## src/cpr_map.svh

```systemverilog
// register offsets, field positions and timing constants of the configuration pin reader
`ifndef CPR_MAP_SVH
`define CPR_MAP_SVH
// readback command codes
`define CPR_CMD_BOOT_READBACK    8'hdc
`define CPR_CMD_MODE_READBACK    8'hdd
`define CPR_CMD_FAULT_READBACK   8'hde
`define CPR_CMD_RAMP_READBACK    8'hdf
// on/off configuration encodings (bus command, pin, or both)
`define CPR_ONOFF_BUS            2'h1
`define CPR_ONOFF_PIN            2'h2
`define CPR_ONOFF_BOTH           2'h3
// field positions of the second code
`define CPR_PULSE_SKIP_BIT       7
`define CPR_THERM_HI             6
`define CPR_THERM_LO             5
`define CPR_ADDR_HI              4
`define CPR_ADDR_LO              0
// field positions of the third code
`define CPR_ULTRA_BIT            7
`define CPR_FAULT_BIT            6
`define CPR_FREQ_HI              5
`define CPR_FREQ_LO              3
`define CPR_GAIN_HI              2
`define CPR_GAIN_LO              0
// field positions of the fourth code
`define CPR_RATE_HI              7
`define CPR_RATE_LO              5
`define CPR_RRES_HI              4
`define CPR_RRES_LO              3
`define CPR_MULT_BIT             2
// reset value of captured codes
`define CPR_CODE_RESET           8'h00
// timing: start-up timeout in microseconds (typical), clock in MHz
`define CPR_TIMEOUT_US           5500
`define CPR_CLK_MHZ              200
`define CPR_TIMEOUT_CYCLES       (`CPR_TIMEOUT_US * `CPR_CLK_MHZ)
`endif

```

## src/cpr_pkg.sv

```systemverilog
// types shared by the configuration pin reader
`default_nettype none
package cpr_pkg;
    // sequencing states, one-hot
    typedef enum logic [3:0] {
        CPR_ST_WAIT_RAILS = 4'b0001,
        CPR_ST_TIMEOUT    = 4'b0010,
        CPR_ST_READY      = 4'b0100,
        CPR_ST_ENABLED    = 4'b1000
    } cpr_state_t;
    typedef logic [7:0] cpr_code_t;
endpackage : cpr_pkg
`default_nettype wire

```

## src/cpr_config_reader.sv

```systemverilog
// start-up configuration capture, field decode, readback and enable qualification
// Function
// - stay disabled until rails, enable, timeout
// - disable when any rail or enable falls
// - on/off config picks bus, pin, both; enable pin is required in every setting
// - first code is boot voltage selection
// - second code bit7 selects pulse skipping
// - second code bits 6:5 thermistor compensation
// - second code bits 4:0 bus address
// - third code bit7 ultrasonic light load
// - third code bit6 latch or retry
// - third code bits 5:3 switching frequency
// - third code bits 2:0 amplifier gain
// - fourth code bits 7:5 ramp rate
// - fourth code bits 4:3 ramp resistor
// - fourth bit2 gain multiplier, 1:0 ignored
// - commands dc..df return captured codes
// - zero boot code: drive tri-state, reference zero
// - bus voltage write before enable overrides boot
`include "cpr_map.svh"
`default_nettype none
module cpr_config_reader #(
    parameter int unsigned TIMEOUT_CYCLES = `CPR_TIMEOUT_CYCLES  // start-up timeout in clocks
) (
    input  wire logic             clk,                   // 200 MHz clock
    input  wire logic             reset,                 // async reset, active high
    input  wire logic             input_supply_pin,      // input rail above threshold
    input  wire logic             high_bias_regulator_rail, // high bias rail ok
    input  wire logic             driver_supply_rail,    // driver rail ok
    input  wire logic             logic_supply_ok,       // logic bias rail ok
    input  wire logic             enable_pin,            // enable above threshold
    input  wire cpr_pkg::cpr_code_t boot_voltage_code_pin,  // digitised first code
    input  wire cpr_pkg::cpr_code_t mode_address_code_pin,  // digitised second code
    input  wire cpr_pkg::cpr_code_t fault_frequency_code_pin, // digitised third code
    input  wire cpr_pkg::cpr_code_t ramp_loop_code_pin,  // digitised fourth code
    input  wire logic             code_valid,            // converter codes are valid
    input  wire logic [1:0]       on_off_config,         // on/off source select
    input  wire logic             operation_on,          // bus operation on bit
    input  wire logic             vout_cmd_write,        // successful vout command pulse
    input  wire logic [7:0]       vout_cmd_value,        // written vout code
    input  wire logic             cmd_read,              // bus read strobe
    input  wire logic [7:0]       cmd_code,              // bus command code
    output logic [7:0]            read_data,             // readback byte
    output logic                  read_ack,              // command recognised
    output logic                  device_enabled,        // controller enabled
    output logic                  bus_accessible,        // timeout expired
    output logic [7:0]            boot_voltage_code,     // active boot code
    output logic                  output_off,            // boot code is zero
    output logic                  drive_oe_n,            // power stage drive enable, low drives
    output logic                  pulse_skipping_mode,   // light-load pulse skipping
    output logic [1:0]            thermistor_compensation, // temp comp select
    output logic [4:0]            bus_address_select,    // address index
    output logic                  ultrasonic_light_load_enable, // 25 kHz clamp
    output logic                  fault_retry_mode,      // 1 = retry, 0 = latch
    output logic [2:0]            frequency_select,      // switching frequency
    output logic [2:0]            amp_gain_select,       // error amp gain
    output logic [2:0]            ramp_rate_select,      // soft-start ramp rate
    output logic [1:0]            loop_ramp_resistor_select, // ramp resistor
    output logic                  gain_multiplier_select // 0 = 1x, 1 = 2x
);
    import cpr_pkg::*;

    // ----------------------------------------------------------------
    // rail qualification and sequencing
    // ----------------------------------------------------------------
    localparam int unsigned CW = $clog2(TIMEOUT_CYCLES + 1);

    cpr_state_t      state_reg, state_next;
    logic [CW-1:0]   timer_reg;
    logic            rails_ok;
    logic            on_request;
    logic            captured_reg;
    cpr_code_t       code1_reg, code2_reg, code3_reg, code4_reg;
    cpr_code_t       boot_reg;

    // all four rails together, enable is qualified separately; comparator hysteresis lives in analog
    assign rails_ok = input_supply_pin & high_bias_regulator_rail & driver_supply_rail
                    & logic_supply_ok;

    // on/off source selection
    always_comb begin
        case (on_off_config)
            `CPR_ONOFF_BUS:  on_request = operation_on;
            `CPR_ONOFF_PIN:  on_request = enable_pin;
            `CPR_ONOFF_BOTH: on_request = enable_pin & operation_on;
            default:         on_request = 1'b1;
        endcase
    end

    // state transitions; any rail drop restarts the whole sequence
    always_comb begin
        state_next = state_reg;
        case (state_reg)
            CPR_ST_WAIT_RAILS: if (rails_ok) state_next = CPR_ST_TIMEOUT;
            CPR_ST_TIMEOUT: begin
                if (!rails_ok) begin
                    state_next = CPR_ST_WAIT_RAILS;
                end else if (timer_reg == CW'(TIMEOUT_CYCLES - 1)) begin
                    state_next = CPR_ST_READY;
                end
            end
            CPR_ST_READY: begin
                if (!rails_ok) begin
                    state_next = CPR_ST_WAIT_RAILS;
                end else if (on_request && enable_pin) begin
                    state_next = CPR_ST_ENABLED;
                end
            end
            CPR_ST_ENABLED: begin
                if (!rails_ok || !enable_pin) begin
                    state_next = CPR_ST_WAIT_RAILS;
                end else if (!on_request) begin
                    state_next = CPR_ST_READY;
                end
            end
            default: state_next = CPR_ST_WAIT_RAILS;
        endcase
    end

    // state register
    always_ff @(posedge clk or posedge reset) begin
        if (reset) begin
            state_reg <= CPR_ST_WAIT_RAILS;
        end else begin
            state_reg <= state_next;
        end
    end

    // timeout counter runs only while waiting out the start-up delay
    always_ff @(posedge clk or posedge reset) begin
        if (reset) begin
            timer_reg <= '0;
        end else if (state_reg == CPR_ST_TIMEOUT) begin
            timer_reg <= timer_reg + CW'(1);
        end else begin
            timer_reg <= '0;
        end
    end

    // ----------------------------------------------------------------
    // code capture
    // ----------------------------------------------------------------
    // one capture per power-on reset; later pin noise cannot move the setup
    always_ff @(posedge clk or posedge reset) begin
        if (reset) begin
            captured_reg <= 1'b0;
            code1_reg    <= `CPR_CODE_RESET;
            code2_reg    <= `CPR_CODE_RESET;
            code3_reg    <= `CPR_CODE_RESET;
            code4_reg    <= `CPR_CODE_RESET;
        end else if (!captured_reg && code_valid && state_reg == CPR_ST_TIMEOUT) begin
            captured_reg <= 1'b1;
            code1_reg    <= boot_voltage_code_pin;
            code2_reg    <= mode_address_code_pin;
            code3_reg    <= fault_frequency_code_pin;
            code4_reg    <= ramp_loop_code_pin;
        end
    end

    // active boot code: captured value, overridden by a bus write before enable
    always_ff @(posedge clk or posedge reset) begin
        if (reset) begin
            boot_reg <= `CPR_CODE_RESET;
        end else if (vout_cmd_write && state_reg == CPR_ST_READY) begin
            boot_reg <= vout_cmd_value;
        end else if (!captured_reg && code_valid && state_reg == CPR_ST_TIMEOUT) begin
            boot_reg <= boot_voltage_code_pin;
        end
    end

    // ----------------------------------------------------------------
    // field decode outputs
    // ----------------------------------------------------------------
    always_ff @(posedge clk or posedge reset) begin
        if (reset) begin
            pulse_skipping_mode          <= 1'b0;
            thermistor_compensation      <= 2'h0;
            bus_address_select           <= 5'h00;
            ultrasonic_light_load_enable <= 1'b0;
            fault_retry_mode             <= 1'b0;
            frequency_select             <= 3'h0;
            amp_gain_select              <= 3'h0;
            ramp_rate_select             <= 3'h0;
            loop_ramp_resistor_select    <= 2'h0;
            gain_multiplier_select       <= 1'b0;
        end else begin
            pulse_skipping_mode          <= code2_reg[`CPR_PULSE_SKIP_BIT];
            thermistor_compensation      <= code2_reg[`CPR_THERM_HI:`CPR_THERM_LO];
            bus_address_select           <= code2_reg[`CPR_ADDR_HI:`CPR_ADDR_LO];
            ultrasonic_light_load_enable <= code3_reg[`CPR_ULTRA_BIT];
            fault_retry_mode             <= code3_reg[`CPR_FAULT_BIT];
            frequency_select             <= code3_reg[`CPR_FREQ_HI:`CPR_FREQ_LO];
            amp_gain_select              <= code3_reg[`CPR_GAIN_HI:`CPR_GAIN_LO];
            ramp_rate_select             <= code4_reg[`CPR_RATE_HI:`CPR_RATE_LO];
            loop_ramp_resistor_select    <= code4_reg[`CPR_RRES_HI:`CPR_RRES_LO];
            gain_multiplier_select       <= code4_reg[`CPR_MULT_BIT];
        end
    end

    // ----------------------------------------------------------------
    // enable, boot voltage and output-off
    // ----------------------------------------------------------------
    // zero boot code means off: stage stays tri-stated, reference at zero
    always_ff @(posedge clk or posedge reset) begin
        if (reset) begin
            device_enabled    <= 1'b0;
            bus_accessible    <= 1'b0;
            boot_voltage_code <= 8'h00;
            output_off        <= 1'b1;
            drive_oe_n        <= 1'b1;
        end else begin
            device_enabled    <= (state_next == CPR_ST_ENABLED);
            bus_accessible    <= (state_next == CPR_ST_READY) || (state_next == CPR_ST_ENABLED);
            boot_voltage_code <= boot_reg;
            output_off        <= (boot_reg == 8'h00);
            drive_oe_n        <= !((state_next == CPR_ST_ENABLED) && (boot_reg != 8'h00));
        end
    end

    // ----------------------------------------------------------------
    // readback of captured codes
    // ----------------------------------------------------------------
    // codes read back raw; unused low bits of fourth code returned as captured
    always_ff @(posedge clk or posedge reset) begin
        if (reset) begin
            read_data <= 8'h00;
            read_ack  <= 1'b0;
        end else begin
            read_ack  <= 1'b0;
            if (cmd_read) begin
                read_ack <= 1'b1;
                case (cmd_code)
                    `CPR_CMD_BOOT_READBACK:  read_data <= code1_reg;
                    `CPR_CMD_MODE_READBACK:  read_data <= code2_reg;
                    `CPR_CMD_FAULT_READBACK: read_data <= code3_reg;
                    `CPR_CMD_RAMP_READBACK:  read_data <= code4_reg;
                    default: begin
                        read_data <= 8'h00;
                        read_ack  <= 1'b0;
                    end
                endcase
            end
        end
    end
endmodule : cpr_config_reader
`default_nettype wire

```

## config.mk

```make
export PLATFORM = sky130hd
export DESIGN_NAME = cpr_config_reader
export DESIGN_NICKNAME = d
export VERILOG_FILES = /design/src/cpr_pkg.sv /design/src/cpr_config_reader.sv
export VERILOG_INCLUDE_DIRS = /design/src
export SDC_FILE = /design/constraint.sdc
export NUM_CORES = 1
export LEC_CHECK = 0
export BUFFER_PORTS_ARGS = -buffer_cell sky130_fd_sc_hd__buf_4
export CORE_UTILIZATION = 53
export DETAILED_ROUTE_END_ITERATION = 16
export GPL_TIMING_DRIVEN = 0
export HOLD_SLACK_MARGIN = 0.05
export PLACE_DENSITY = 0.79
export SLEW_MARGIN = 20
export SYNTH_ARGS = -nofsm -noshare
export SYNTH_HDL_FRONTEND = slang
export SYNTH_SLANG_ARGS = --single-unit
```

## constraint.sdc

```tcl
create_clock -name clk -period 4.85 [get_ports clk]
set_input_delay 0.97 -clock clk [delete_from_list [all_inputs] [get_ports clk]]
set_output_delay 0.97 -clock clk [all_outputs]
set_load 0.005 [all_outputs]
```

**Yosys cells after proc, flatten, opt, wreduce, memory -nomap -nowiden**

Index checks and enable logic that the tools add are counted.

- Register bits after elaboration: 109
- Output and inout bits: 43
- Logic and storage cells: 74

- $add $sub $neg: 1
- Eq/ne operators: 14
- Muxes and demuxes: 15
- Bitwise gates (word level): 4
- Reduce and logical (&&, ||, !) cells: 15

Operators by type and width:

| operator | count |
|---|---|
| $eq 8x8->1 const B | 4 |
| $pmux 8 s4 | 1 |
| $mux 4 | 7 |
| $add 21x1->21 const B | 1 |
| $eq 21x21->1 const B | 1 |
| $mux 21 | 1 |
| $mux 8 | 2 |
| $pmux 4 s4 | 1 |
| $eq 4x3->1 const B | 2 |
| $eq 4x4->1 const B | 2 |
| $logic_not 8->1 | 1 |
| $reduce_bool 8->1 | 1 |
| $logic_and 1x1->1 | 5 |
| $and 1x1->1 | 4 |
| $eq 2x2->1 const B | 2 |
| $eq 4x1->1 const B | 1 |
| $eq 4x2->1 const B | 1 |
| $logic_not 1->1 | 4 |
| $reduce_or 4->1 | 1 |
| $pmux 1 s3 | 1 |
| $eq 2x1->1 const B | 1 |
| $logic_or 1x1->1 | 2 |
| $mux 1 | 2 |
| $reduce_bool 2->1 | 1 |

**Depth between registers and ports, before layout**

- Depth after elaboration: 10
- Mapped depth: 6
- Depth with buffers taken out: 5

**Least setup slack after synthesis**

OpenSTA, ideal clock, no wires.

- Path type: in2reg
- Start point: input port cmd_code[0]
- End point: register read_data[2]
- Setup time: 0.121 ns
- Arrival time: 2.133 ns
- Required time: 4.729 ns
- Setup slack: 2.596 ns
- Cell stages on the path: 3
- Path buffers: 1
- Cells stage by stage: clkbuf_1 mux4_2 a22o_1

- Word-level cells in the longest chain between the ends: 2
- Elaborated cells between the ends (all ways): 5

RTL lines:

| what | line | text |
|---|---|---|
| start: declaration | cpr_config_reader.sv:42 | `input wire logic [7:0] cmd_code,` |
| $eq 8x8->1 | cpr_config_reader.sv:232 | `case (cmd_code)` |
| $pmux 8 s4 (*) | cpr_config_reader.sv:232 |  |
| end signal: assignment | cpr_config_reader.sv:233 | `` `CPR_CMD_BOOT_READBACK: read_data <= code1_reg; `` |
| end signal: assignment | cpr_config_reader.sv:234 | `` `CPR_CMD_MODE_READBACK: read_data <= code2_reg; `` |
| end signal: assignment | cpr_config_reader.sv:235 | `` `CPR_CMD_FAULT_READBACK: read_data <= code3_reg; `` |
| end: declaration | cpr_config_reader.sv:43 | `output logic [7:0] read_data,` |

Mark *: on every way between the ends. The rest lies on a longest branch, timed or not.
A chain may end at the register's enable or synchronous reset.

**Final worst setup path**

- Start point: register state_reg[3]
- End point: register boot_reg[0]

- Word-level cells in the longest chain between the ends: 3
- Elaborated cells between the ends (all ways): 6

RTL lines:

| what | line | text |
|---|---|---|
| start: declaration | cpr_config_reader.sv:68 | `cpr_state_t state_reg, state_next;` |
| start signal: assignment | cpr_config_reader.sv:125 | `state_reg <= state_next;` |
| $eq 4x3->1 or $eq 4x2->1 (tied branches) | cpr_config_reader.sv:164, cpr_config_reader.sv:166 |  |
| $logic_and 1x1->1, on equally long branches | cpr_config_reader.sv:164, cpr_config_reader.sv:166 |  |
| $mux 8 or $reduce_bool 2->1 (tied branches) | n/a |  |
| end signal: assignment | cpr_config_reader.sv:163 | `` boot_reg <= `CPR_CODE_RESET; `` |
| end signal: assignment | cpr_config_reader.sv:165 | `boot_reg <= vout_cmd_value;` |
| end signal: assignment | cpr_config_reader.sv:167 | `boot_reg <= boot_voltage_code_pin;` |
| end: declaration | cpr_config_reader.sv:74 | `cpr_code_t boot_reg;` |

Several ways; a longest one is shown, not always the timed one.

==> qor.txt <==
NetSw = 0.4016 mW
Synth-to-Final Area Change = 25.92%
Post-cts resize count = 0
Post-synth ARST share = 1.000
Critical-path top delay cell = nor4b_2
Worst EP arrival = 2550 ps
Tmin final = 2277 ps
Total global routing overflow = 0
Max Fanout on Critical Path = 9
Top post-synthesis cells by area = dfrtp_1 62%, mux2_2 8.1%, mux4_2 4.2%
Setup repair bufs after CTS = 0
Sequential power share = 0.581
Post-synth top area share = 0.6166
Hold Buf Count CTS = 0
Filler instances = 544
Core area = 0.007807 mm2
Total chip power = 1.698 mW
Post-synth EDFFs = 0
Max FFs per register = 21
Cts bufs inserted = 9
Syn Nets = 367
Drt via density = 5.594
Final count of hold timing violations = 0
Yosys warnings = 0
Power Density = 313.4 mW/mm2
Final Non-Filler Cells = 524
Via count = 2931
Root buffer cell = clkbuf_8
Type of the worst min-delay path = reg -> reg
Die Span Y = 92.09 um
Gate power share = 0.087
Slew Viols, Final = 0
Routed WL per cell = 17.82 um
Seq/Total Area, Yosys = 0.6350
Final setup viols = 0
Cell Area, Synth = 0.004302 mm2
Clk sinks = 109
Routability Congestion = 0.7926
Worst Setup Start Kind = register
Commonest non-fill, non-tap cell in the layout = dfrtp_1
TritonRoute pass-1 iters = 4
Post-route cell area = 0.005416 mm2
Dpl ws = 2352 ps
Post-DRT Antenna Nets = 0
Synth area leader = dfrtp_1
Initial Utilization = 0.5510
Total internal power = 1.296 mW
Initial antenna violation count = 0
Worst Path Buf+Inv = 1
Switching Share = 0.2366
Max Cap Viol = 0
CP delay by family, top = simple AND/OR/NAND/NOR gates
First-pass GRT wire length = 15080 um
Worst-Skew Late Latency = 380 ps
Residual DRC count = 0
Peak VDD IR = 244.9 uV
Avg Cell Area, Syn = 14.10 um2
Leak = 2.556 nW
TritonCTS clock tree = yes
Die ar. = 0.008481 mm2
Distinct cell type count after synthesis = 43
Post-Route WL = 9339 um
CP required = 5120 ps
CTS max path bufs = 2
Clock power share = 0.333
Rel. slew slack = 0.4441
Crit. End Element = register
Inserted Diodes = 0
Largest net degree at the start of global routing = 80
Die Wd = 92.09 um
NumNets Final = 479
RSZ-0062 raised after global routing = false
Final period utilization = 0.4695
Cell count after placement = 508
Commonest cells after routing, fill and taps aside = 106 x dfrtp_1, 100 x buf_4, 31 x mux2_2
Clk_skew = 19.33 ps
Final setup margin = 2573 ps
Critical path class = reg -> reg
Placed instance area = 0.005213 mm2
Post-DP HPWL = 6708 um
Share of layout cells above drive strength 1 = 0.4052
Row cnt = 32
CTS clock-pin slew for the worst setup and hold paths = 110 ps
Post-synth top flop = dfrtp_1
# port buffers = 100
Outcome = complete, no violations
CP Cell Sequence = clkbuf_1 > nand2b_1 > nor4b_2 > nor2_1 > a21o_1
I/O pins = 104
Vias in the first global route = 2939
Delay of the slowest critical-path stage = 760 ps
GRT Overall Usage = 0.2388
F_max = 0.4392 GHz
Synth Instances = 305
Synthesis-stage register bit count = 109
Worst-Margin Slew = 831.7 ps
H-tree levels = 3
Drt initial violations = 114
-- cells in the mapped netlist (2+ instances only) --
| cell | n |
|---|---|
| dfrtp_1 | 106 |
| mux2_2 | 31 |
| a22o_1 | 16 |
| nor2_1 | 15 |
| a21oi_1 | 10 |
| a21o_1 | 9 |
| nand4_1 | 9 |
| o21ai_0 | 9 |
| xor2_1 | 9 |
| mux4_2 | 8 |
| or3_1 | 8 |
| nand3_1 | 7 |
| nand2_1 | 6 |
| clkbuf_1 | 5 |
| inv_1 | 5 |
| buf_6 | 4 |
| or4_1 | 4 |
| and2_1 | 3 |
| and4_1 | 3 |
| buf_2 | 3 |
| dfstp_2 | 3 |
| nand2b_1 | 3 |
| nor3_1 | 3 |
| nor4_1 | 3 |
| xnor2_1 | 3 |
| nand4b_1 | 2 |
| o21bai_1 | 2 |
-- cell families after synthesis --
logic type | Yosys count | synth area share
multiplexers | 40 | 0.1257
flip-flops | 109 | 0.6350
AO/OA/AOI/OAI | 51 | 0.08261
buffers and inverters | 18 | 0.02356
AND/OR/NAND/NOR | 74 | 0.1059
XOR/XNOR | 12 | 0.02443
adder cells (fa/ha/maj) | 1 | 0.002908
-- power by group through the flow --
stage | clock network, mW | registers, mW | logic (mW)
finish | 0.565 | 0.986 | 0.147
global route | 0.615 | 0.993 | 0.160
CTS | 0.575 | 0.986 | 0.150
floorplan | 0 | 0.997 | 0.0599
global placement | 0 | 1.00 | 0.141
detailed placement | 0 | 1.00 | 0.150
-- per-stage QoR --
step | utilization | hold slack (ps) | TNS [ps]
finish | 0.6938 | 401.0 | 0
global route | 0.6938 | 417.2 | 0
detailed placement | 0.6676 | 380.9 | 0
global placement | 0.6635 | 375.6 | -5973
CTS | 0.6938 | 405.1 | 0
floorplan | - | 362.9 | 0
-- final cells by class --
type / instances / area [um2] / share of cell area
tap: 102 / 127.6 / 0.02356
sequential: 109 / 2731 / 0.5043
multi-input combinational: 178 / 1469 / 0.2712
buffer: 12 / 78.83 / 0.01455
inverter: 6 / 27.53 / 0.005082
clock inverter: 7 / 80.08 / 0.01478
clock buffer: 9 / 123.9 / 0.02287
timing repair buffer: 101 / 778.2 / 0.1437
-- routing by layer --
metal / GRT usage / vias to the layer above / part of all wire
li1: - / 1347 / -
met1: 0.3215 / 1477 / 0.44
met2: 0.3837 / 94 / 0.50
met3: 0.05141 / 13 / 0.048
met4: 0.08984 / 0 / 0.018
met5: 0 / - / 0
-- worst reg2reg max path, cell delays in order, from the launching register on --
cell and delay (ps):
dfrtp_1 380, clkbuf_1 200, nand2b_1 260, nor4b_2 760, nor2_1 320, a21o_1 260
-- final timing paths --
check | startpoint | to | slack [ps] | cells after the start
hold reg to reg | code3_reg[4]$_DFFE_PP0P_ | frequency_select[1]$_DFF_PP0_ | 400 | 0
setup / recovery | state_reg[3]$_DFF_PP0_ | boot_reg[0]$_DFFE_PP0P_ | 2570 | 5
setup reg to reg | state_reg[3]$_DFF_PP0_ | boot_reg[0]$_DFFE_PP0P_ | 2570 | 5
max in group asynchronous | reset | drive_oe_n$_DFF_PP1_ | 3610 | 3
hold / removal | code3_reg[4]$_DFFE_PP0P_ | frequency_select[1]$_DFF_PP0_ | 400 | 0
min in group asynchronous | reset | amp_gain_select[2]$_DFF_PP0_ | 540 | 2
Power figures use the tool's default switching activity.
